File: config.mk
export PLATFORM = sky130hd
export DESIGN_NAME = gcrb_global_control
export DESIGN_NICKNAME = d
export VERILOG_FILES = /design/src/design/gcrb_pkg.sv /design/src/design/gcrb_global_control.sv
export SDC_FILE = /design/constraint.sdc
export NUM_CORES = 1
export LEC_CHECK = 0
export BUFFER_PORTS_ARGS = -buffer_cell sky130_fd_sc_hd__clkbuf_2
export CORE_UTILIZATION = 35
export DETAILED_ROUTE_END_ITERATION = 10
export HOLD_SLACK_MARGIN = 0.1
export SETUP_SLACK_MARGIN = 0.05
export SYNTH_ARGS = -nofsm -noshare
export SYNTH_HDL_FRONTEND = slang
export SYNTH_SLANG_ARGS = --single-unit
File: constraint.sdc
create_clock -name SYS_CLK -period 2.35 [get_ports SYS_CLK]
set_input_delay 0.3525 -clock SYS_CLK [delete_from_list [all_inputs] [get_ports SYS_CLK]]
set_output_delay 0.3525 -clock SYS_CLK [all_outputs]
set_load 0.005 [all_outputs]
File: src/design/gcrb_pkg.sv
package gcrb_pkg;
  localparam logic [7:0] GLOBAL_ENABLE_ADDR = 8'h03;
  localparam logic [7:0] OUTPUT_PAIR_ENABLE_ADDR = 8'h04;
  localparam logic [7:0] GLOBAL_MODE_ENABLE_ADDR = 8'h05;
  localparam logic [7:0] ALARM_CLEAR_ADDR = 8'h06;
  localparam logic [7:0] RESERVED_MISC_ADDR = 8'h07;
  localparam logic [7:0] SCRATCHPAD_ADDR = 8'h08;
  localparam logic [7:0] LOCK_SYNC_CONTROL_ADDR = 8'h09;
  localparam logic [7:0] REG_RESET = 8'h00;
  localparam int GE_RESEED_BIT = 5;
  localparam int GE_VCO_LSB = 3;
  localparam int GE_SYSREF_TIMER_BIT = 2;
  localparam int GE_OUTPUT_LOOP_BIT = 1;
  localparam int GE_REFERENCE_LOOP_BIT = 0;
  localparam int GM_SYNC_MODE_LSB = 6;
  localparam int GM_EXT_VCO_BIT = 5;
  localparam int GM_RF_SYNC_BIT = 4;
  localparam int GM_REF_PATH_LSB = 0;
  localparam int CLEAR_ALARMS_BIT = 0;
  localparam int LOCK_SYNC_DISABLE_BIT = 0;
  typedef enum logic [1:0] {
    GCRB_SYNC_OFF = 2'b00,
    GCRB_SYNC_CARRY = 2'b01,
    GCRB_SYNC_PULSE = 2'b10,
    GCRB_SYNC_AUTO = 2'b11
  } gcrb_sync_mode_t;
endpackage

File: src/design/gcrb_global_control.sv
`timescale 1ns/10ps
// Functional notes
// Global enable bit 5 turns on RF reseeding of the SYSREF path.
// Global enable bit 2 turns on the internal SYSREF time reference.
// Global enable bit 1 is the output loop master enable and bit 0 the reference loop master enable.
// Output pair enable bit k enables channels 2k and 2k+1 for channels 0 to 13.
// Sync pin mode 00 ignores the pin, 01 carries a pin rising edge through the output loop.
// Sync pin mode 10 turns a pin event into a pulse generator request like a general purpose input does.
// Sync pin mode 11 turns a pin event into a sync when an alarm exists, else a pulse request.
// Global mode bit 5 makes reference input 1 the external VCO input.
// Global mode bit 4 makes reference input 0 the external RF sync input.
// Reference path enable bit n enables reference input n for the reference loop.
// The scratchpad stores and returns written data and affects nothing.
// Lock sync disable 0 sends a sync up the output loop feedback divider on lock, 1 suppresses it.
// Writing 1 to clear alarms gives a one-cycle clear of all latched alarms.
module gcrb_global_control (
  input wire logic SYS_CLK, // System clock, 25 MHz
  input wire logic RST, // Synchronous reset, active high
  input wire logic WR_EN, // Register write strobe
  input wire logic [7:0] ADDR, // Register address
  input wire logic [7:0] WDATA, // Write data
  output logic [7:0] RDATA, // Read data, registered
  input wire logic SYNC_PIN, // External sync pin, asynchronous
  input wire logic ALARM_PRESENT, // Any alarm active
  input wire logic OUTPUT_LOOP_LOCKED, // Output loop lock, asynchronous
  output logic REFERENCE_LOOP_EN, // Reference loop master enable
  output logic OUTPUT_LOOP_EN, // Output loop master enable
  output logic SYSREF_TIMER_EN, // SYSREF time reference enable
  output logic RF_RESEED_EN, // RF reseed enable
  output logic [1:0] VCO_SELECT, // VCO selection
  output logic [13:0] CHANNEL_EN, // Per channel enable
  output logic EXT_VCO_MODE, // Reference input 1 as external VCO
  output logic RF_SYNC_MODE, // Reference input 0 as RF sync
  output logic [3:0] REFERENCE_PATH_EN, // Reference input path enables
  output logic SYNC_PULSE, // Sync through output loop, one cycle
  output logic PULSE_GEN_REQ, // Pulse generator request, one cycle
  output logic ALARM_CLEAR_PULSE, // Clear latched alarms, one cycle
  output logic LOCK_SYNC_PULSE // Sync up feedback divider on lock
);
  logic [7:0] ge_q, ge_d, pe_q, pe_d, gm_q, gm_d, ac_q, ac_d;
  logic [7:0] rm_q, rm_d, sp_q, sp_d, ls_q, ls_d, rd_q, rd_d;
  logic [2:0] pin_q, pin_d, lk_q, lk_d;
  logic sync_q, sync_d, pulse_q, pulse_d, clr_q, clr_d, lsync_q, lsync_d;
  logic pin_rise, lock_rise;
  gcrb_pkg::gcrb_sync_mode_t mode;

  assign mode = gcrb_pkg::gcrb_sync_mode_t'(gm_q[gcrb_pkg::GM_SYNC_MODE_LSB +: 2]);
  assign pin_rise = pin_q[1] & ~pin_q[2];
  assign lock_rise = lk_q[1] & ~lk_q[2];

  // Write decode and registered read mux
  always_comb begin
    ge_d = ge_q;
    pe_d = pe_q;
    gm_d = gm_q;
    ac_d = ac_q;
    rm_d = rm_q;
    sp_d = sp_q;
    ls_d = ls_q;
    clr_d = 1'b0;
    if (WR_EN) begin
      unique case (ADDR)
        gcrb_pkg::GLOBAL_ENABLE_ADDR: ge_d = WDATA;
        gcrb_pkg::OUTPUT_PAIR_ENABLE_ADDR: pe_d = WDATA;
        gcrb_pkg::GLOBAL_MODE_ENABLE_ADDR: gm_d = WDATA;
        gcrb_pkg::ALARM_CLEAR_ADDR: begin
          ac_d = {WDATA[7:1], 1'b0};
          clr_d = WDATA[gcrb_pkg::CLEAR_ALARMS_BIT];
        end
        gcrb_pkg::RESERVED_MISC_ADDR: rm_d = WDATA;
        gcrb_pkg::SCRATCHPAD_ADDR: sp_d = WDATA;
        gcrb_pkg::LOCK_SYNC_CONTROL_ADDR: ls_d = WDATA;
        default: ;
      endcase
    end
    unique case (ADDR)
      gcrb_pkg::GLOBAL_ENABLE_ADDR: rd_d = ge_q;
      gcrb_pkg::OUTPUT_PAIR_ENABLE_ADDR: rd_d = pe_q;
      gcrb_pkg::GLOBAL_MODE_ENABLE_ADDR: rd_d = gm_q;
      gcrb_pkg::ALARM_CLEAR_ADDR: rd_d = ac_q;
      gcrb_pkg::RESERVED_MISC_ADDR: rd_d = rm_q;
      gcrb_pkg::SCRATCHPAD_ADDR: rd_d = sp_q;
      gcrb_pkg::LOCK_SYNC_CONTROL_ADDR: rd_d = ls_q;
      default: rd_d = 8'h00;
    endcase
  end

  // Edge detect and sync mode dispatch
  always_comb begin
    pin_d = {pin_q[1:0], SYNC_PIN};
    lk_d = {lk_q[1:0], OUTPUT_LOOP_LOCKED};
    sync_d = 1'b0;
    pulse_d = 1'b0;
    if (pin_rise) begin
      unique case (mode)
        gcrb_pkg::GCRB_SYNC_OFF: ;
        gcrb_pkg::GCRB_SYNC_CARRY: sync_d = 1'b1;
        gcrb_pkg::GCRB_SYNC_PULSE: pulse_d = 1'b1;
        gcrb_pkg::GCRB_SYNC_AUTO: begin
          sync_d = ALARM_PRESENT;
          pulse_d = ~ALARM_PRESENT;
        end
      endcase
    end
    lsync_d = lock_rise & ~ls_q[gcrb_pkg::LOCK_SYNC_DISABLE_BIT];
  end

  // Configuration registers, read data and clear strobe
  always_ff @(posedge SYS_CLK) begin
    if (RST) begin
      ge_q <= gcrb_pkg::REG_RESET;
      pe_q <= gcrb_pkg::REG_RESET;
      gm_q <= gcrb_pkg::REG_RESET;
      ac_q <= gcrb_pkg::REG_RESET;
      rm_q <= gcrb_pkg::REG_RESET;
      sp_q <= gcrb_pkg::REG_RESET;
      ls_q <= gcrb_pkg::REG_RESET;
      rd_q <= gcrb_pkg::REG_RESET;
      clr_q <= 1'b0;
    end else begin
      ge_q <= ge_d;
      pe_q <= pe_d;
      gm_q <= gm_d;
      ac_q <= ac_d;
      rm_q <= rm_d;
      sp_q <= sp_d;
      ls_q <= ls_d;
      rd_q <= rd_d;
      clr_q <= clr_d;
    end
  end

  // Synchronisers and event pulses
  always_ff @(posedge SYS_CLK) begin
    if (RST) begin
      pin_q <= 3'h0;
      lk_q <= 3'h0;
      sync_q <= 1'b0;
      pulse_q <= 1'b0;
      lsync_q <= 1'b0;
    end else begin
      pin_q <= pin_d;
      lk_q <= lk_d;
      sync_q <= sync_d;
      pulse_q <= pulse_d;
      lsync_q <= lsync_d;
    end
  end

  assign RDATA = rd_q;
  assign RF_RESEED_EN = ge_q[gcrb_pkg::GE_RESEED_BIT];
  assign SYSREF_TIMER_EN = ge_q[gcrb_pkg::GE_SYSREF_TIMER_BIT];
  assign OUTPUT_LOOP_EN = ge_q[gcrb_pkg::GE_OUTPUT_LOOP_BIT];
  assign REFERENCE_LOOP_EN = ge_q[gcrb_pkg::GE_REFERENCE_LOOP_BIT];
  assign VCO_SELECT = ge_q[gcrb_pkg::GE_VCO_LSB +: 2];
  assign EXT_VCO_MODE = gm_q[gcrb_pkg::GM_EXT_VCO_BIT];
  assign RF_SYNC_MODE = gm_q[gcrb_pkg::GM_RF_SYNC_BIT];
  assign REFERENCE_PATH_EN = gm_q[gcrb_pkg::GM_REF_PATH_LSB +: 4];
  assign SYNC_PULSE = sync_q;
  assign PULSE_GEN_REQ = pulse_q;
  assign ALARM_CLEAR_PULSE = clr_q;
  assign LOCK_SYNC_PULSE = lsync_q;

  genvar k;
  generate
    for (k = 0; k < 7; k++) begin : g_pair
      assign CHANNEL_EN[2*k +: 2] = {2{pe_q[k]}};
      a_pair_follow: assert property (@(posedge SYS_CLK) disable iff (RST)
        WR_EN && ADDR == gcrb_pkg::OUTPUT_PAIR_ENABLE_ADDR
        |=> CHANNEL_EN[2*k +: 2] == {2{$past(WDATA[k])}})
        else $error("Channel pair enable not written");
    end
  endgenerate

  a_reseed_follow: assert property (@(posedge SYS_CLK) disable iff (RST)
    WR_EN && ADDR == gcrb_pkg::GLOBAL_ENABLE_ADDR |=> RF_RESEED_EN == $past(WDATA[5]))
    else $error("Reseed enable not written");
  a_timer_follow: assert property (@(posedge SYS_CLK) disable iff (RST)
    WR_EN && ADDR == gcrb_pkg::GLOBAL_ENABLE_ADDR |=> SYSREF_TIMER_EN == $past(WDATA[2]))
    else $error("SYSREF timer enable not written");
  a_loop_enables: assert property (@(posedge SYS_CLK) disable iff (RST)
    WR_EN && ADDR == gcrb_pkg::GLOBAL_ENABLE_ADDR |=> {OUTPUT_LOOP_EN, REFERENCE_LOOP_EN} == $past(WDATA[1:0]))
    else $error("Loop enables not written");
  a_pair_enable: assert property (@(posedge SYS_CLK) disable iff (RST)
    WR_EN && ADDR == gcrb_pkg::OUTPUT_PAIR_ENABLE_ADDR |=> CHANNEL_EN[13:12] == {2{$past(WDATA[6])}}
    && CHANNEL_EN[1:0] == {2{$past(WDATA[0])}})
    else $error("Channel pair enable wrong");
  a_sync_off: assert property (@(posedge SYS_CLK) disable iff (RST)
    mode == gcrb_pkg::GCRB_SYNC_OFF && $stable(mode) |=> !SYNC_PULSE && !PULSE_GEN_REQ)
    else $error("Pulse while sync pin disabled");
  a_sync_carry: assert property (@(posedge SYS_CLK) disable iff (RST)
    pin_rise && mode == gcrb_pkg::GCRB_SYNC_CARRY |=> SYNC_PULSE && !PULSE_GEN_REQ)
    else $error("Pin edge not carried as sync");
  a_pulse_mode: assert property (@(posedge SYS_CLK) disable iff (RST)
    pin_rise && mode == gcrb_pkg::GCRB_SYNC_PULSE |=> PULSE_GEN_REQ && !SYNC_PULSE)
    else $error("Pin edge not a pulse request");
  a_auto_mode: assert property (@(posedge SYS_CLK) disable iff (RST)
    pin_rise && mode == gcrb_pkg::GCRB_SYNC_AUTO |=> SYNC_PULSE == $past(ALARM_PRESENT)
    && PULSE_GEN_REQ == !$past(ALARM_PRESENT))
    else $error("Auto mode choice wrong");
  a_input_modes: assert property (@(posedge SYS_CLK) disable iff (RST)
    WR_EN && ADDR == gcrb_pkg::GLOBAL_MODE_ENABLE_ADDR |=> EXT_VCO_MODE == $past(WDATA[5])
    && RF_SYNC_MODE == $past(WDATA[4]) && REFERENCE_PATH_EN == $past(WDATA[3:0]))
    else $error("Input mode bits not written");
  a_scratch_read: assert property (@(posedge SYS_CLK) disable iff (RST)
    WR_EN && ADDR == gcrb_pkg::SCRATCHPAD_ADDR ##1 ADDR == gcrb_pkg::SCRATCHPAD_ADDR && !WR_EN
    |=> RDATA == $past(WDATA, 2))
    else $error("Scratchpad readback wrong");
  a_lock_sync: assert property (@(posedge SYS_CLK) disable iff (RST)
    lock_rise |=> LOCK_SYNC_PULSE == !$past(ls_q[0]))
    else $error("Lock sync gating wrong");
  a_clear_once: assert property (@(posedge SYS_CLK) disable iff (RST)
    WR_EN && ADDR == gcrb_pkg::ALARM_CLEAR_ADDR && WDATA[0] |=> ALARM_CLEAR_PULSE ##1 (!ALARM_CLEAR_PULSE
    || $past(WR_EN && ADDR == gcrb_pkg::ALARM_CLEAR_ADDR && WDATA[0])))
    else $error("Alarm clear not one shot");

  // Register hold and readback checks
  a_enable_hold: assert property (@(posedge SYS_CLK) disable iff (RST)
    !(WR_EN && ADDR == gcrb_pkg::GLOBAL_ENABLE_ADDR)
    |=> $stable({RF_RESEED_EN, VCO_SELECT, SYSREF_TIMER_EN, OUTPUT_LOOP_EN, REFERENCE_LOOP_EN}))
    else $error("Global enables changed without a write");
  a_enable_readback: assert property (@(posedge SYS_CLK) disable iff (RST)
    WR_EN && ADDR == gcrb_pkg::GLOBAL_ENABLE_ADDR ##1 ADDR == gcrb_pkg::GLOBAL_ENABLE_ADDR && !WR_EN
    |=> RDATA == $past(WDATA, 2))
    else $error("Global enable readback wrong");
  a_pair_hold: assert property (@(posedge SYS_CLK) disable iff (RST)
    !(WR_EN && ADDR == gcrb_pkg::OUTPUT_PAIR_ENABLE_ADDR)
    |=> $stable(CHANNEL_EN))
    else $error("Channel enables changed without a write");
  a_pair_readback: assert property (@(posedge SYS_CLK) disable iff (RST)
    WR_EN && ADDR == gcrb_pkg::OUTPUT_PAIR_ENABLE_ADDR ##1 ADDR == gcrb_pkg::OUTPUT_PAIR_ENABLE_ADDR && !WR_EN
    |=> RDATA == $past(WDATA, 2))
    else $error("Pair enable readback wrong");
  a_rf_sync_follow: assert property (@(posedge SYS_CLK) disable iff (RST)
    WR_EN && ADDR == gcrb_pkg::GLOBAL_MODE_ENABLE_ADDR
    |=> RF_SYNC_MODE == $past(WDATA[gcrb_pkg::GM_RF_SYNC_BIT]))
    else $error("RF sync input mode not written");
  a_ref_path_follow: assert property (@(posedge SYS_CLK) disable iff (RST)
    WR_EN && ADDR == gcrb_pkg::GLOBAL_MODE_ENABLE_ADDR
    |=> REFERENCE_PATH_EN == $past(WDATA[gcrb_pkg::GM_REF_PATH_LSB +: 4]))
    else $error("Reference path enables not written");
  a_mode_hold: assert property (@(posedge SYS_CLK) disable iff (RST)
    !(WR_EN && ADDR == gcrb_pkg::GLOBAL_MODE_ENABLE_ADDR)
    |=> $stable({EXT_VCO_MODE, RF_SYNC_MODE, REFERENCE_PATH_EN}))
    else $error("Input modes changed without a write");
  a_mode_readback: assert property (@(posedge SYS_CLK) disable iff (RST)
    WR_EN && ADDR == gcrb_pkg::GLOBAL_MODE_ENABLE_ADDR ##1 ADDR == gcrb_pkg::GLOBAL_MODE_ENABLE_ADDR && !WR_EN
    |=> RDATA == $past(WDATA, 2))
    else $error("Global mode readback wrong");
  a_scratch_hold: assert property (@(posedge SYS_CLK) disable iff (RST)
    !(WR_EN && ADDR == gcrb_pkg::SCRATCHPAD_ADDR)
    |=> $stable(sp_q))
    else $error("Scratchpad changed without a write");
  a_scratch_isolated: assert property (@(posedge SYS_CLK) disable iff (RST)
    WR_EN && ADDR == gcrb_pkg::SCRATCHPAD_ADDR
    |=> $stable({CHANNEL_EN, REFERENCE_PATH_EN, OUTPUT_LOOP_EN, REFERENCE_LOOP_EN, EXT_VCO_MODE}))
    else $error("Scratchpad write changed device control");
  a_lock_readback: assert property (@(posedge SYS_CLK) disable iff (RST)
    WR_EN && ADDR == gcrb_pkg::LOCK_SYNC_CONTROL_ADDR ##1 ADDR == gcrb_pkg::LOCK_SYNC_CONTROL_ADDR && !WR_EN
    |=> RDATA == $past(WDATA, 2))
    else $error("Lock sync control readback wrong");
  a_clear_reads_zero: assert property (@(posedge SYS_CLK) disable iff (RST)
    ADDR == gcrb_pkg::ALARM_CLEAR_ADDR
    |=> !RDATA[gcrb_pkg::CLEAR_ALARMS_BIT])
    else $error("Clear alarms bit read back as one");
  a_clear_quiet: assert property (@(posedge SYS_CLK) disable iff (RST)
    !(WR_EN && ADDR == gcrb_pkg::ALARM_CLEAR_ADDR && WDATA[gcrb_pkg::CLEAR_ALARMS_BIT])
    |=> !ALARM_CLEAR_PULSE)
    else $error("Alarm clear without a write");

  // Event pulse checks
  a_off_no_sync: assert property (@(posedge SYS_CLK) disable iff (RST)
    pin_rise && mode == gcrb_pkg::GCRB_SYNC_OFF
    |=> !SYNC_PULSE && !PULSE_GEN_REQ)
    else $error("Pin edge acted while disabled");
  a_sync_no_edge: assert property (@(posedge SYS_CLK) disable iff (RST)
    !pin_rise
    |=> !SYNC_PULSE && !PULSE_GEN_REQ)
    else $error("Pin pulse without a pin edge");
  a_sync_single: assert property (@(posedge SYS_CLK) disable iff (RST)
    SYNC_PULSE
    |=> !SYNC_PULSE)
    else $error("Sync pulse longer than one cycle");
  a_pulse_single: assert property (@(posedge SYS_CLK) disable iff (RST)
    PULSE_GEN_REQ
    |=> !PULSE_GEN_REQ)
    else $error("Pulse request longer than one cycle");
  a_sync_exclusive: assert property (@(posedge SYS_CLK) disable iff (RST)
    SYNC_PULSE
    |-> !PULSE_GEN_REQ)
    else $error("Sync and pulse request together");
  a_lock_quiet: assert property (@(posedge SYS_CLK) disable iff (RST)
    !lock_rise
    |=> !LOCK_SYNC_PULSE)
    else $error("Lock sync without a lock edge");
  a_lock_disabled: assert property (@(posedge SYS_CLK) disable iff (RST)
    ls_q[gcrb_pkg::LOCK_SYNC_DISABLE_BIT]
    |=> !LOCK_SYNC_PULSE)
    else $error("Lock sync while disabled");
  a_lock_single: assert property (@(posedge SYS_CLK) disable iff (RST)
    LOCK_SYNC_PULSE
    |=> !LOCK_SYNC_PULSE)
    else $error("Lock sync longer than one cycle");
endmodule

== Word-level counts from Yosys, hierarchy flattened ==
Index checks and enable logic that the tools add are counted.
Word-level totals
  flip-flop bits (word level): 73
  input bits: 22
  output and inout port bits: 38
  logic and storage cells: 46
Cells by class
  eq/ne operators: 10
  multiplexer cells: 3
  bitwise operators: 10
  reduce and logical (&&, ||, !) cells: 9
Operators with widths (count)
  $pmux 8 s7: 1
  $eq 8x3->1 const B: 4
  $eq 8x4->1 const B: 2
  $reduce_and 2->1: 7
  $eq 8x2->1 const B: 1
  $not 1->1: 7
  $eq 2x2->1 const B: 2
  $pmux 1 s2: 2
  $and 1x1->1: 3
  $reduce_or 3->1: 1
  $eq 2x1->1 const B: 1
  $reduce_or 2->1: 1

== Logic depth before layout (Yosys ltp) ==
Gate-level depths: netlist (run 1).
  depth after elaboration: 4
  mapped depth: 6
  depth with buffers taken out: 4

== Worst setup path after synthesis (run 1) ==
No wires, ideal clock.
  kind: in2reg
  start: input port ADDR[5]
  end: register rm_q[0]
  library setup time: 128 ps
  data arrival time: 1772 ps
  data required time: 2222 ps
  path slack: 450 ps
  stages on the path: 5
  path buffers: 1
  path through: or4_4 > or4_1 > buf_2 > mux2i_1 > nor2_1
On the way
  cells in the longest elaborated chain, start to end: 2
Ends and longest elaborated chain
  from (decl): line gcrb_global_control.sv:20  | input wire logic [7:0] ADDR,
  $eq 8x3->1: line gcrb_global_control.sv:62  | unique case (ADDR)
  $reduce_and 2->1 (no source line)
  to (signal assigned): line gcrb_global_control.sv:115  | rm_q <= gcrb_pkg::REG_RESET;
  to (signal assigned): line gcrb_global_control.sv:125  | rm_q <= rm_d;
  to (decl): line gcrb_global_control.sv:41  | logic [7:0] rm_q, rm_d, sp_q, sp_d, ls_q, ls_d, rd_q, rd_d;
No other way between the ends.
A chain may end at the register's enable or synchronous reset.

== Final worst setup path (run 1) ==
  start: input port ADDR[5]
  end: register rd_q[4] (netlist: RDATA[4])
On the way
  cells in the longest elaborated chain, start to end: 2
  elaborated cells between the ends (all ways): 8
  classes of those cells: eq/ne (7); mux (1)
Ends and longest elaborated chain
  $eq 8x4->1 (tied with other cells): line gcrb_global_control.sv:76  | unique case (ADDR)
  $pmux 8 s7 *: line gcrb_global_control.sv:76
  to (signal assigned): line gcrb_global_control.sv:118  | rd_q <= gcrb_pkg::REG_RESET;
  to (signal assigned): line gcrb_global_control.sv:128  | rd_q <= rd_d;
  to (decl): line gcrb_global_control.sv:41
Every way passes the cells marked *; elsewhere a longest branch is shown, timed or not.

==> results of run 1 <==
## where the power goes
group | leakage, nW | internal, mW | switching, mW
Sequential | 0.589 | 1.24 | 0.00155
Combinational | 1.00 | 0.0435 | 0.0849
Clock | 0.109 | 0.656 | 0.454
## flip-flops by register name (all words and copies together), names as in the netlist
name,count
ALARM_CLEAR_PULSE,1
LOCK_SYNC_PULSE,1
PULSE_GEN_REQ,1
RDATA,8
SYNC_PULSE,1
ac_q,7
ge_q,8
gm_q,8
lk_q,3
ls_q,8
pe_q,8
pin_q,3
rm_q,8
sp_q,8
## kinds of logic (layout without fill, tap and decap cells)
| logic type | count (synthesis) | count (layout) |
|---|---|---|
| simple gates | 119 | 119 |
| flops | 73 | 73 |
| mux | 59 | 59 |
| buf+inv | 40 | 92 |
| compound gates | 36 | 36 |
## layout make-up
cell class | instances | area (µm²) | area share (%)
Inverter | 1 | 3.754 | 0.09973
Clock inverter | 4 | 75.07 | 1.995
Multi-Input combinational cell | 214 | 1518 | 40.33
Tap cell | 108 | 135.1 | 3.590
Timing Repair Buffer | 75 | 415.4 | 11.04
Sequential cell | 73 | 1461 | 38.83
Clock buffer | 12 | 155.1 | 4.122
## cells in the mapped netlist, types with 2 or more instances
library cell / count
sky130_fd_sc_hd__a21oi_1: 18
sky130_fd_sc_hd__a22o_1: 5
sky130_fd_sc_hd__a22oi_1: 4
sky130_fd_sc_hd__a32oi_1: 3
sky130_fd_sc_hd__and3_1: 4
sky130_fd_sc_hd__buf_2: 3
sky130_fd_sc_hd__buf_4: 20
sky130_fd_sc_hd__clkbuf_1: 14
sky130_fd_sc_hd__dfxtp_1: 73
sky130_fd_sc_hd__mux2_2: 5
sky130_fd_sc_hd__mux2i_1: 50
sky130_fd_sc_hd__mux4_2: 4
sky130_fd_sc_hd__nand2_1: 14
sky130_fd_sc_hd__nand2b_1: 3
sky130_fd_sc_hd__nand3_1: 10
sky130_fd_sc_hd__nand3b_1: 5
sky130_fd_sc_hd__nand4_2: 3
sky130_fd_sc_hd__nor2_1: 50
sky130_fd_sc_hd__nor2b_1: 13
sky130_fd_sc_hd__nor3_1: 3
sky130_fd_sc_hd__nor3b_1: 2
sky130_fd_sc_hd__o21bai_1: 2
sky130_fd_sc_hd__or3_1: 2
## final timing paths
path | start | end | slack, ps | cells after the start
min | OUTPUT_LOOP_LOCKED | lk_q[0]$_SDFF_PP0_ | 220 | 2
max reg2reg | rm_q[4]$_SDFFE_PP0P_ | RDATA[4]$_SDFF_PP0_ | 1130 | 4
max | ADDR[5] | RDATA[4]$_SDFF_PP0_ | 580 | 6
min reg2reg | lk_q[2]$_SDFF_PP0_ | LOCK_SYNC_PULSE$_SDFF_PP0_ | 400 | 1
## cell usage in the layout, fill, tap and decap left out, types with 2 or more instances in the layout
cell type                    synthesis  final
sky130_fd_sc_hd__a22oi_1             4      4
sky130_fd_sc_hd__nand3_1            10     10
sky130_fd_sc_hd__and3_1              4      4
sky130_fd_sc_hd__a22o_1              5      5
sky130_fd_sc_hd__nor2_1             50     50
sky130_fd_sc_hd__nand3b_1            5      5
sky130_fd_sc_hd__mux2_2              5      5
sky130_fd_sc_hd__bufinv_16           0      2
sky130_fd_sc_hd__mux2i_1            50     50
sky130_fd_sc_hd__nand4_2             3      3
sky130_fd_sc_hd__a32oi_1             3      3
sky130_fd_sc_hd__nor3_1              3      3
sky130_fd_sc_hd__dfxtp_1            73     73
sky130_fd_sc_hd__mux4_2              4      4
sky130_fd_sc_hd__nor2b_1            13     13
sky130_fd_sc_hd__o21bai_1            2      2
sky130_fd_sc_hd__a21oi_1            18     18
sky130_fd_sc_hd__clkbuf_2            0     59
sky130_fd_sc_hd__nand2_1            14     14
sky130_fd_sc_hd__or3_1               2      2
sky130_fd_sc_hd__clkbuf_8            0     11
sky130_fd_sc_hd__nand2b_1            3      3
sky130_fd_sc_hd__clkinvlp_4          0      2
sky130_fd_sc_hd__nor3b_1             2      2
sky130_fd_sc_hd__buf_4              20     16
## per-layer routing
metal | track usage [%] | share of wire (%) | vias up
met5 | 0 | 0 | -
met3 | 5.225 | 7.5 | 15
met4 | 7.343 | 2.3 | 0
met1 | 21.62 | 43 | 1166
met2 | 26.87 | 47 | 91
li1 | - | - | 1215
## per-stage QoR
step,util (%),hold slack [ps]
finish,42.74,222.1
global route,42.74,215.4
CTS,42.74,214.8
detailed placement,40.13,381.7
global placement,40.13,381.0
floorplan,-,372.1
==> results.env, run 1 <==
FILLER_CELLS=862
TOTAL_POWER_mW=2.482
PLACE_WORST_SETUP_SLACK_PS=229.3
DRT-INITIAL-DRC-COUNT=192
TIMING.CRITICAL_PATH.SLOWEST_STAGE_CELL='sky130_fd_sc_hd__or4_4'
COMPOUND_CELL_AREA_SHARE_OF_THE_YOSYS_NETLIST_PCT=7.549
CTS_POST_SETUP_BUFFERS_INSERTED=0
DRTANTENNAVIOLNETS=0
LEAKAGEPOWER_nW=1.699
DIE_W_UM=97.85
POSTCTSRESIZEDCELLS=0
ROUTE.DETAILED.WL_PER_INST_UM=15.99
FLOORPLAN.INITIALDENSITY_PCT=36.52
PATH_CLK_SLEW_PS=70
DIE_H_UM=97.85
NUMBER_OF_SYNTHESIZED_REGISTER_BITS=73
CLKLATENCYLATEPIN_PS=340
PLACE.DETAILED.HPWL_MM=5.457
FIN_CELLS=487
SETUP.WORST_PATH.START_CLASS='input pin'
TRITONCTS_CLOCK_TREE='done'
CTS_MADE_BUFFERS=9
POST-SYNTH-TOP-AREA-CELL='sky130_fd_sc_hd__dfxtp_1'
FINCLKSKEW_PS=7.104
POSTSYNTH.ASYNCRESETSHARE_PCT=0
YS.WARNINGS.COUNT=0
SYNTH_CELL_TYPE_COUNT=40
NETLIST_AREA_UM2=3216
CTS_MAX_PATH_BUFFERS=2
YOSYS-MUX-AREA-FRACTION_PCT=20.12
NUMPLACEDINSTANCES=471
HOLDBUFCOUNTCTS=0
RUN_STATUS='finished, violations left'
MAXIMUM_NUMBER_OF_PINS_ON_ONE_NET_BEFORE_GLOBAL_ROUTE_REPAIR=37
SYNTH_TOP_AREA_SHARE_PCT=45.45
GRT_USE_TOTAL_PCT=17.08
SYNTH_AREA_LEADERS='sky130_fd_sc_hd__dfxtp_1, sky130_fd_sc_hd__mux2i_1, sky130_fd_sc_hd__nor2_1'
IR_WORST_VDD_uV=333.4
FINISH.NET_COUNT=396
MIN-DELAY-PATH-CLASS='in2reg'
GRT_REMAINING_OVERFLOW=0
WORSTPATHCELLLIST='clkbuf_2, or4_4, buf_4, nor3_2, a22oi_1, a2111oi_2'
FRACTION_OF_LAYOUT_INSTANCES_USING_A_DRIVE_STRENGTH_ABOVE_1_PCT=29.02
NUMPORTBUFFERS=59
WORSTMARGINPINSLEW_PS=488.9
CPLARGESTDELAYFAMILY='simple AND/OR/NAND/NOR gates'
SYN-NUM-NETS=349
PERIOD_MINUS_SLACK_PS=1775
FAILED_CHECKS='design-rule violations'
HTREE_LEVELS=3
CRIT_TYPE='in2reg'
GRT_PASS1_VIAS=2403
SYNTH_SEQ_AREA_SHARE_PCT=45.45
CRIT_PATH_REQUIRED_TIME_PS=2580
AVG_SYNTHESIZED_CELL_AREA_UM2=9.834
DPL_CELL_AREA_UM2=3533
DRC=6
DRT-VIAS-PER-INSTANCE=5.107
MAX_FREQ_MHz=563.4
SETUP-VIOLATIONS-FINAL=0
COREAREA_UM2=8806
SYNTH_TOP_FAMILY_BY_AREA='multiplexers'
FIN_SETUP_TNS_PS=0
INITIAL_ANTENNA_VIOLATION_COUNT=0
WORST-PATH-MAX-FANOUT=11
PWR_DENS_nW_PER_UM2=659.4
SYNTH_EDF_COUNT=0
TOP_LEVEL_PORTS=60
ARRIVAL_PS=2000
POSTSYNTHCELLCOUNT=327
CPPEAKSTAGEDELAY_PS=530
FINAL_MAX_SLEW_VIOL_COUNT=0
GRT_FIRST_PASS_WIRELENGTH_MM=12.59
SYNTHADDERAREAFRAC_PCT=0
SYNTH_XOR_XNOR_AREA_SHARE_PCT=0
ROWS=34
FINALHOLDVIOLATIONS=0
WORST-PATH-BUF-INV=2
MAXCAPVIOLCOUNT=0
VIAS=2487
NUMBER_OF_CLOCK_SINKS=73
TIMING.CRITICAL_PATH.TO_TYPE='register'
TIMING.SLEW.HEADROOM_PCT=67.33
POST_SYNTHESIS_SIMPLE_GATE_AREA_FRACTION_PCT=19.53
DRT_PRE_ANTENNA_ITERS=7
LAYOUT-AREA-OVERHEAD-VS-SYNTH_PCT=17.04
FINAL_CELL_AREA_UM2=3764
RSZ0062_AT_GRT='false'
YOSYS_MOST_USED_DFF='sky130_fd_sc_hd__dfxtp_1'
FLOORPLAN.DIE_AREA_UM2=9575
ROUTED_WL_MM=7.787
N_ANTENNA_CELL=0
POST-ROUTE-PERIOD-UTIL_PCT=75.52
FIN_WS_PS=575.2
CLOCK-ROOT-BUFFER='sky130_fd_sc_hd__clkbuf_8'
GPL.FINAL_WEIGHTED_CONGESTION=0.8731
(Power assumes the default switching activity.)
==> run 2, diff against run 1 <==
clock period = 1.7 ns   (was 2.35 ns; I/O delays follow)
==> results.env, run 2 (same netlist as run 1, synthesis figures left out) <==
R2R_SLACK_PS=500  # was 1130 ps
MAXCAPVIOLCOUNT=0  # unchanged
PATH_CLK_SLEW_PS=80  # was 70 ps
GRT_PASS1_VIAS=2508  # was 2403
ROUTE.DETAILED.WL_PER_INST_UM=15.87  # was 15.99 µm
MAX_FREQ_MHz=616.8
DRT-VIAS-PER-INSTANCE=5.091  # was 5.107
FINAL_MAX_SLEW_VIOL_COUNT=0  # unchanged
FAILED_CHECKS='design-rule violations'  # unchanged
GPL.FINAL_WEIGHTED_CONGESTION=0.8360  # was 0.8731
WORSTMARGINPINSLEW_PS=390.0  # was 488.9 ps
RSZ0062_AT_GRT='false'  # unchanged
DIE_W_UM=97.85  # unchanged
CTS_MADE_BUFFERS=9  # unchanged
TRITONCTS_CLOCK_TREE='done'  # unchanged
GRT_FIRST_PASS_WIRELENGTH_MM=13.08  # was 12.59 mm
N_ANTENNA_CELL=0  # unchanged
GLOBALROUTEMET2UTIL_PCT=27.95  # was 26.87%
REGTOREGSTARTPOINT='rm_q[4]$_SDFFE_PP0P_'  # unchanged
VIAS=2586  # was 2487
DIE_H_UM=97.85  # unchanged
NUMBER_OF_CLOCK_SINKS=73  # unchanged
FRACTION_OF_LAYOUT_INSTANCES_USING_A_DRIVE_STRENGTH_ABOVE_1_PCT=33.00  # was 29.02%
CELL_DEPTH_OF_THE_WORST_HOLD_PATH=2  # unchanged
SETUP.WORST_PATH.START_CLASS='input pin'  # unchanged
CTS_MAX_PATH_BUFFERS=2  # unchanged
CP-STARTPOINT='ADDR[5]'  # unchanged
FINCLKSKEW_PS=6.389  # was 7.104 ps
DPL_CELL_AREA_UM2=3732  # was 3533 µm²
MOSTFREQUENTLAYOUTCELLS='sky130_fd_sc_hd__dfxtp_1, sky130_fd_sc_hd__clkbuf_2, sky130_fd_sc_hd__nor2_1, sky130_fd_sc_hd__mux2i_1, sky130_fd_sc_hd__buf_4'  # was sky130_fd_sc_hd__dfxtp_1, sky130_fd_sc_hd__clkbuf_2, sky130_fd_sc_hd__nor2_1, sky130_fd_sc_hd__mux2i_1, sky130_fd_sc_hd__a21oi_1
PWR_DENS_nW_PER_UM2=844.5  # was 659.4 nW/µm²
TOP_LEVEL_PORTS=60  # unchanged
TIMING.SLEW.HEADROOM_PCT=73.80  # was 67.33%
CRIT_TYPE='in2reg'  # unchanged
CLOCK-ROOT-BUFFER='sky130_fd_sc_hd__clkbuf_8'  # unchanged
ROUTED_WL_MM=8.063  # was 7.787 mm
GRT_USE_MET3_PCT=4.080  # was 5.225%
DRT_PRE_ANTENNA_ITERS=7  # unchanged
CTS_POST_SETUP_BUFFERS_INSERTED=0  # unchanged
GRT.MET1_USAGE_PCT=24.17  # was 21.62%
ROWS=34  # unchanged
WORST_SETUP_ENDPOINT='RDATA[6]$_SDFF_PP0_'  # was RDATA[4]$_SDFF_PP0_
FINAL_CELL_AREA_UM2=3929  # was 3764 µm²
RUN_STATUS='finished, violations left'  # unchanged
REG2REG_TO='RDATA[4]$_SDFF_PP0_'  # unchanged
NUMPORTBUFFERS=59  # unchanged
HTREE_LEVELS=3  # unchanged
MOST_FREQUENT_STANDARD_CELL_IN_THE_LAYOUT_EXCLUDING_FILL_AND_TAP_CELLS='sky130_fd_sc_hd__dfxtp_1'  # unchanged
FLOORPLAN.INITIALDENSITY_PCT=36.52  # unchanged
FILLER_CELLS=857  # was 862
LEAKAGEPOWER_nW=1.807  # was 1.699 nW
CLKLATENCYLATEPIN_PS=350  # was 340 ps
PERIOD_MINUS_SLACK_PS=1621
IR_WORST_VDD_uV=473.6  # was 333.4 µV
LAYOUT-AREA-OVERHEAD-VS-SYNTH_PCT=22.18  # was 17.04%
TIMING.REG2REG.WORST_PATH_DEPTH=4  # unchanged
COREAREA_UM2=8806  # unchanged
FINAL_CORE_UTILIZATION_PCT=44.61  # was 42.74%
DRC=6  # unchanged
DRT-INITIAL-DRC-COUNT=183  # was 192
FINISH.NET_COUNT=418  # was 396
ARRIVAL_PS=1890  # was 2000 ps
WORST-PATH-MAX-FANOUT=7  # was 11
POST-ROUTE-PERIOD-UTIL_PCT=95.37
FIN_SETUP_TNS_PS=0  # unchanged
CRIT_PATH_REQUIRED_TIME_PS=1970  # was 2580 ps
FLOORPLAN.DIE_AREA_UM2=9575  # unchanged
GRT_REMAINING_OVERFLOW=0  # unchanged
MIN-DELAY-PATH-CLASS='in2reg'  # unchanged
POSTCTSRESIZEDCELLS=0  # unchanged
TIMING.CRITICAL_PATH.TO_TYPE='register'  # unchanged
MAXIMUM_NUMBER_OF_PINS_ON_ONE_NET_BEFORE_GLOBAL_ROUTE_REPAIR=33  # was 37
GRT_BUSIEST_LAYER='met2'  # unchanged
SETUP-VIOLATIONS-FINAL=0  # unchanged
HOLDBUFCOUNTCTS=0  # unchanged
DRTANTENNAVIOLNETS=0  # unchanged
INITIAL_ANTENNA_VIOLATION_COUNT=0  # unchanged
FINALHOLDVIOLATIONS=0  # unchanged
GRT_USE_TOTAL_PCT=17.85  # was 17.08%
PLACE.DETAILED.HPWL_MM=5.792  # was 5.457 mm
run 2: changes by cell type in the layout (fill, tap and decap cells not counted), sizes merged:
cell      before  now
clkbuf        71   72
clkinvlp       2    1
buf           16   38
bufinv         2    1
run 2: how the worst min path moves through the flow:
| stage | slack (ps) | end | from |
|---|---|---|---|
| CTS | 110 | pin_q[0]$_SDFF_PP0_ | SYNC_PIN |
| floorplan | 370 | LOCK_SYNC_PULSE$_SDFF_PP0_ | lk_q[2]$_SDFF_PP0_ |
| finish | 120 | pin_q[0]$_SDFF_PP0_ | SYNC_PIN |
| global placement | 380 | LOCK_SYNC_PULSE$_SDFF_PP0_ | lk_q[2]$_SDFF_PP0_ |
| global route | 110 | pin_q[0]$_SDFF_PP0_ | SYNC_PIN |
| detailed placement | 380 | LOCK_SYNC_PULSE$_SDFF_PP0_ | lk_q[2]$_SDFF_PP0_ |
run 2: metrics by stage:
stage	hold slack, ps	total power, mW	instances	setup slack (ps)
final	117.4	3.318	508	78.79
after global routing	113.2	3.426	508	73.84
after CTS	113.7	3.336	508	121.2
after detailed placement	379.1	1.965	493	-232.1
after global placement	382.4	1.962	493	-238.9
after floorplan	372.1	1.852	327	-41.10
run 2: cell type report:
cell class / instances / area (µm²) / area share (%)
Clock inverter: 2 / 37.54 / 0.9554
Inverter: 1 / 3.754 / 0.09554
Tap cell: 108 / 135.1 / 3.439
Clock buffer: 13 / 158.9 / 4.045
Multi-Input combinational cell: 214 / 1539 / 39.17
Timing Repair Buffer: 97 / 593.1 / 15.10
Sequential cell: 73 / 1461 / 37.20
run 2: per-layer routing:
layer / vias up / part of all wire [%]
li1: 1268 / -
met1: 1229 / 47
met2: 75 / 46
met3: 14 / 5.7
met4: 0 / 1.7
met5: - / 0
run 2: where the power goes:
group	switching [mW]	total, mW	internal, mW
Sequential	0.00220	1.72	1.72
Combinational	0.126	0.206	0.0802
Clock	0.641	1.39	0.752
Total	0.769	3.32	2.55
run 2: worst max-delay path, stage by stage:
cell,delay [ps]
sky130_fd_sc_hd__clkbuf_2,90
sky130_fd_sc_hd__or4_4,570
sky130_fd_sc_hd__buf_4,190
sky130_fd_sc_hd__or3_1,530
sky130_fd_sc_hd__a21oi_1,240
==> run 3, diff against run 2 <==
PLACE_DENSITY_LB_ADDON = 0.15   (was unset)
==> results.env, run 3 (same netlist as run 1, synthesis figures left out) <==
RUN_STATUS='finished, violations left'  # unchanged
FAILED_CHECKS='design-rule violations'  # unchanged
DRT_PRE_ANTENNA_ITERS=7  # unchanged
CTS_MAX_PATH_BUFFERS=2  # unchanged
LEAKAGEPOWER_nW=1.816  # was 1.807 nW
FLOORPLAN.DIE_AREA_UM2=9575  # unchanged
WORST-PATH-MAX-FANOUT=8  # was 7
R2R_SLACK_PS=510  # was 500 ps
DIE_H_UM=97.85  # unchanged
MAXCAPVIOLCOUNT=0  # unchanged
PATH_CLK_SLEW_PS=70  # was 80 ps
CTS_MADE_BUFFERS=9  # unchanged
DRTANTENNAVIOLNETS=0  # unchanged
CP-STARTPOINT='ADDR[5]'  # unchanged
MAXIMUM_NUMBER_OF_PINS_ON_ONE_NET_BEFORE_GLOBAL_ROUTE_REPAIR=35  # was 33
FINISH.NET_COUNT=415  # was 418
GRT_FIRST_PASS_WIRELENGTH_MM=13.23  # was 13.08 mm
FINAL_MAX_SLEW_VIOL_COUNT=0  # unchanged
FIN_CELLS=506  # was 508
INITIAL_ANTENNA_VIOLATION_COUNT=0  # unchanged
SETUP.WORST_PATH.START_CLASS='input pin'  # unchanged
DIE_W_UM=97.85  # unchanged
PWR_DENS_nW_PER_UM2=865.1  # was 844.5 nW/µm²
ROUTED_WL_MM=8.310  # was 8.063 mm
FRACTION_OF_LAYOUT_INSTANCES_USING_A_DRIVE_STRENGTH_ABOVE_1_PCT=32.91  # was 33.00%
DRT-INITIAL-DRC-COUNT=118  # was 183
NUMPORTBUFFERS=59  # unchanged
MIN-DELAY-START='OUTPUT_LOOP_LOCKED'  # was SYNC_PIN
RSZ0062_AT_GRT='false'  # unchanged
HTREE_LEVELS=3  # unchanged
NUMBER_OF_CLOCK_SINKS=73  # unchanged
MIN-DELAY-PATH-CLASS='in2reg'  # unchanged
REG2REG_TO='RDATA[4]$_SDFF_PP0_'  # unchanged
N_ANTENNA_CELL=0  # unchanged
TRITONCTS_CLOCK_TREE='done'  # unchanged
MAX_FREQ_MHz=631.0  # was 616.8 MHz
TOTAL_POWER_mW=3.438  # was 3.318 mW
SETUP-VIOLATIONS-FINAL=0  # unchanged
FINCLKSKEW_PS=5.389  # was 6.389 ps
CELL_DEPTH_OF_THE_WORST_HOLD_PATH=2  # unchanged
IR_WORST_VDD_uV=404.2  # was 473.6 µV
HOLDBUFCOUNTCTS=0  # unchanged
NUMPLACEDINSTANCES=490  # was 493
DRT-VIAS-PER-INSTANCE=5.047  # was 5.091
VIAS=2554  # was 2586
GPL.FINAL_WEIGHTED_CONGESTION=0.7994  # was 0.8360
TOP_LEVEL_PORTS=60  # unchanged
PLACE.DETAILED.HPWL_MM=5.883  # was 5.792 mm
TIMING.REG2REG.WORST_PATH_DEPTH=4  # unchanged
ROWS=34  # unchanged
POST-ROUTE-PERIOD-UTIL_PCT=93.22  # was 95.37%
GRT_USE_TOTAL_PCT=18.29  # was 17.85%
LAYOUT-AREA-OVERHEAD-VS-SYNTH_PCT=23.58  # was 22.18%
CRIT_TYPE='in2reg'  # unchanged
REGTOREGSTARTPOINT='rm_q[4]$_SDFFE_PP0P_'  # unchanged
TIMING.CRITICAL_PATH.TO_TYPE='register'  # unchanged
CLKLATENCYLATEPIN_PS=340  # was 350 ps
FLOORPLAN.INITIALDENSITY_PCT=36.52  # unchanged
CTS_POST_SETUP_BUFFERS_INSERTED=0  # unchanged
WORST_HOLD_PATH.ENDPOINT='lk_q[0]$_SDFF_PP0_'  # was pin_q[0]$_SDFF_PP0_
ARRIVAL_PS=1810  # was 1890 ps
WORSTMARGINPINSLEW_PS=418.2  # was 390.0 ps
CRIT_PATH_REQUIRED_TIME_PS=1930  # was 1970 ps
TIMING.SLEW.HEADROOM_PCT=72.06  # was 73.80%
GRT_PASS1_VIAS=2458  # was 2508
DRC=8  # was 6
ROUTE.DETAILED.WL_PER_INST_UM=16.42  # was 15.87 µm
COREAREA_UM2=8806  # unchanged
MOST_FREQUENT_STANDARD_CELL_IN_THE_LAYOUT_EXCLUDING_FILL_AND_TAP_CELLS='sky130_fd_sc_hd__dfxtp_1'  # unchanged
CLOCK-ROOT-BUFFER='sky130_fd_sc_hd__clkbuf_8'  # unchanged
FINALHOLDVIOLATIONS=0  # unchanged
GRT_REMAINING_OVERFLOW=0  # unchanged
PERIOD_MINUS_SLACK_PS=1585  # was 1621 ps
MOSTFREQUENTLAYOUTCELLS='sky130_fd_sc_hd__dfxtp_1, sky130_fd_sc_hd__clkbuf_2, sky130_fd_sc_hd__nor2_1, sky130_fd_sc_hd__mux2i_1, sky130_fd_sc_hd__buf_4'  # unchanged
run 3: layout make-up:
| cell class | count | area [µm²] |
|---|---|---|
| multi-input cells | 214 | 1544 |
| inverters | 1 | 3.754 |
| clock inverters | 4 | 76.32 |
| clock buffers | 12 | 145.1 |
| well taps | 108 | 135.1 |
| repair buffers | 94 | 608.1 |
| flip-flops and latches | 73 | 1461 |
| fillers | 880 | 4832 |
run 3: worst max-delay path by stage:
stage	to	cells past startpoint
6_report	rm_q[0]$_SDFFE_PP0P_	5
2_1_floorplan	rm_q[0]$_SDFFE_PP0P_	5
4_1_cts	RDATA[7]$_SDFF_PP0_	7
3_5_place_dp	RDATA[7]$_SDFF_PP0_	7
5_1_grt	rm_q[0]$_SDFFE_PP0P_	5
3_3_place_gp	RDATA[2]$_SDFF_PP0_	7
run 3: worst max-delay path, stage by stage:
cell and delay, ps:
sky130_fd_sc_hd__clkbuf_2 90, sky130_fd_sc_hd__or4_4 580, sky130_fd_sc_hd__or4_4 630, sky130_fd_sc_hd__mux2i_1 210
sky130_fd_sc_hd__nor2_1 50
run 3: per-layer routing:
metal | routed length [µm] | GRT usage [%] | vias to the layer above
met4 | 108 | 5.828 | 0
met1 | 3835 | 24.25 | 1222
met2 | 4010 | 29.58 | 60
met5 | 0 | 0 | -
met3 | 356 | 4.009 | 9
li1 | - | - | 1263
run 3: through the flow:
step | hold slack (ps) | utilization, % | setup TNS (ps) | area, µm² | setup WS (ps)
final | 116.6 | 45.13 | 0 | 3974 | 115.2
after global routing | 123.2 | 45.13 | 0 | 3974 | 98.38
after CTS | 106.9 | 45.07 | 0 | 3969 | 115.2
after detailed placement | 391.6 | 42.55 | -3608 | 3747 | -234.9
after global placement | 384.9 | 42.55 | -3495 | 3747 | -242.1
after floorplan | 372.1 | - | -607.3 | 3243 | -41.10
run 3: report_power, final:
group	internal, mW	switching [mW]
registers	1.72	0.00215
clock network	0.871	0.638
logic	0.0813	0.130
total	2.67	0.770
run 3: repair_timing:
item	4_1_cts	5_1_grt
resized for setup	0	1
endpoints found under the hold margin	0	0
endpoints found under the setup margin	0	2
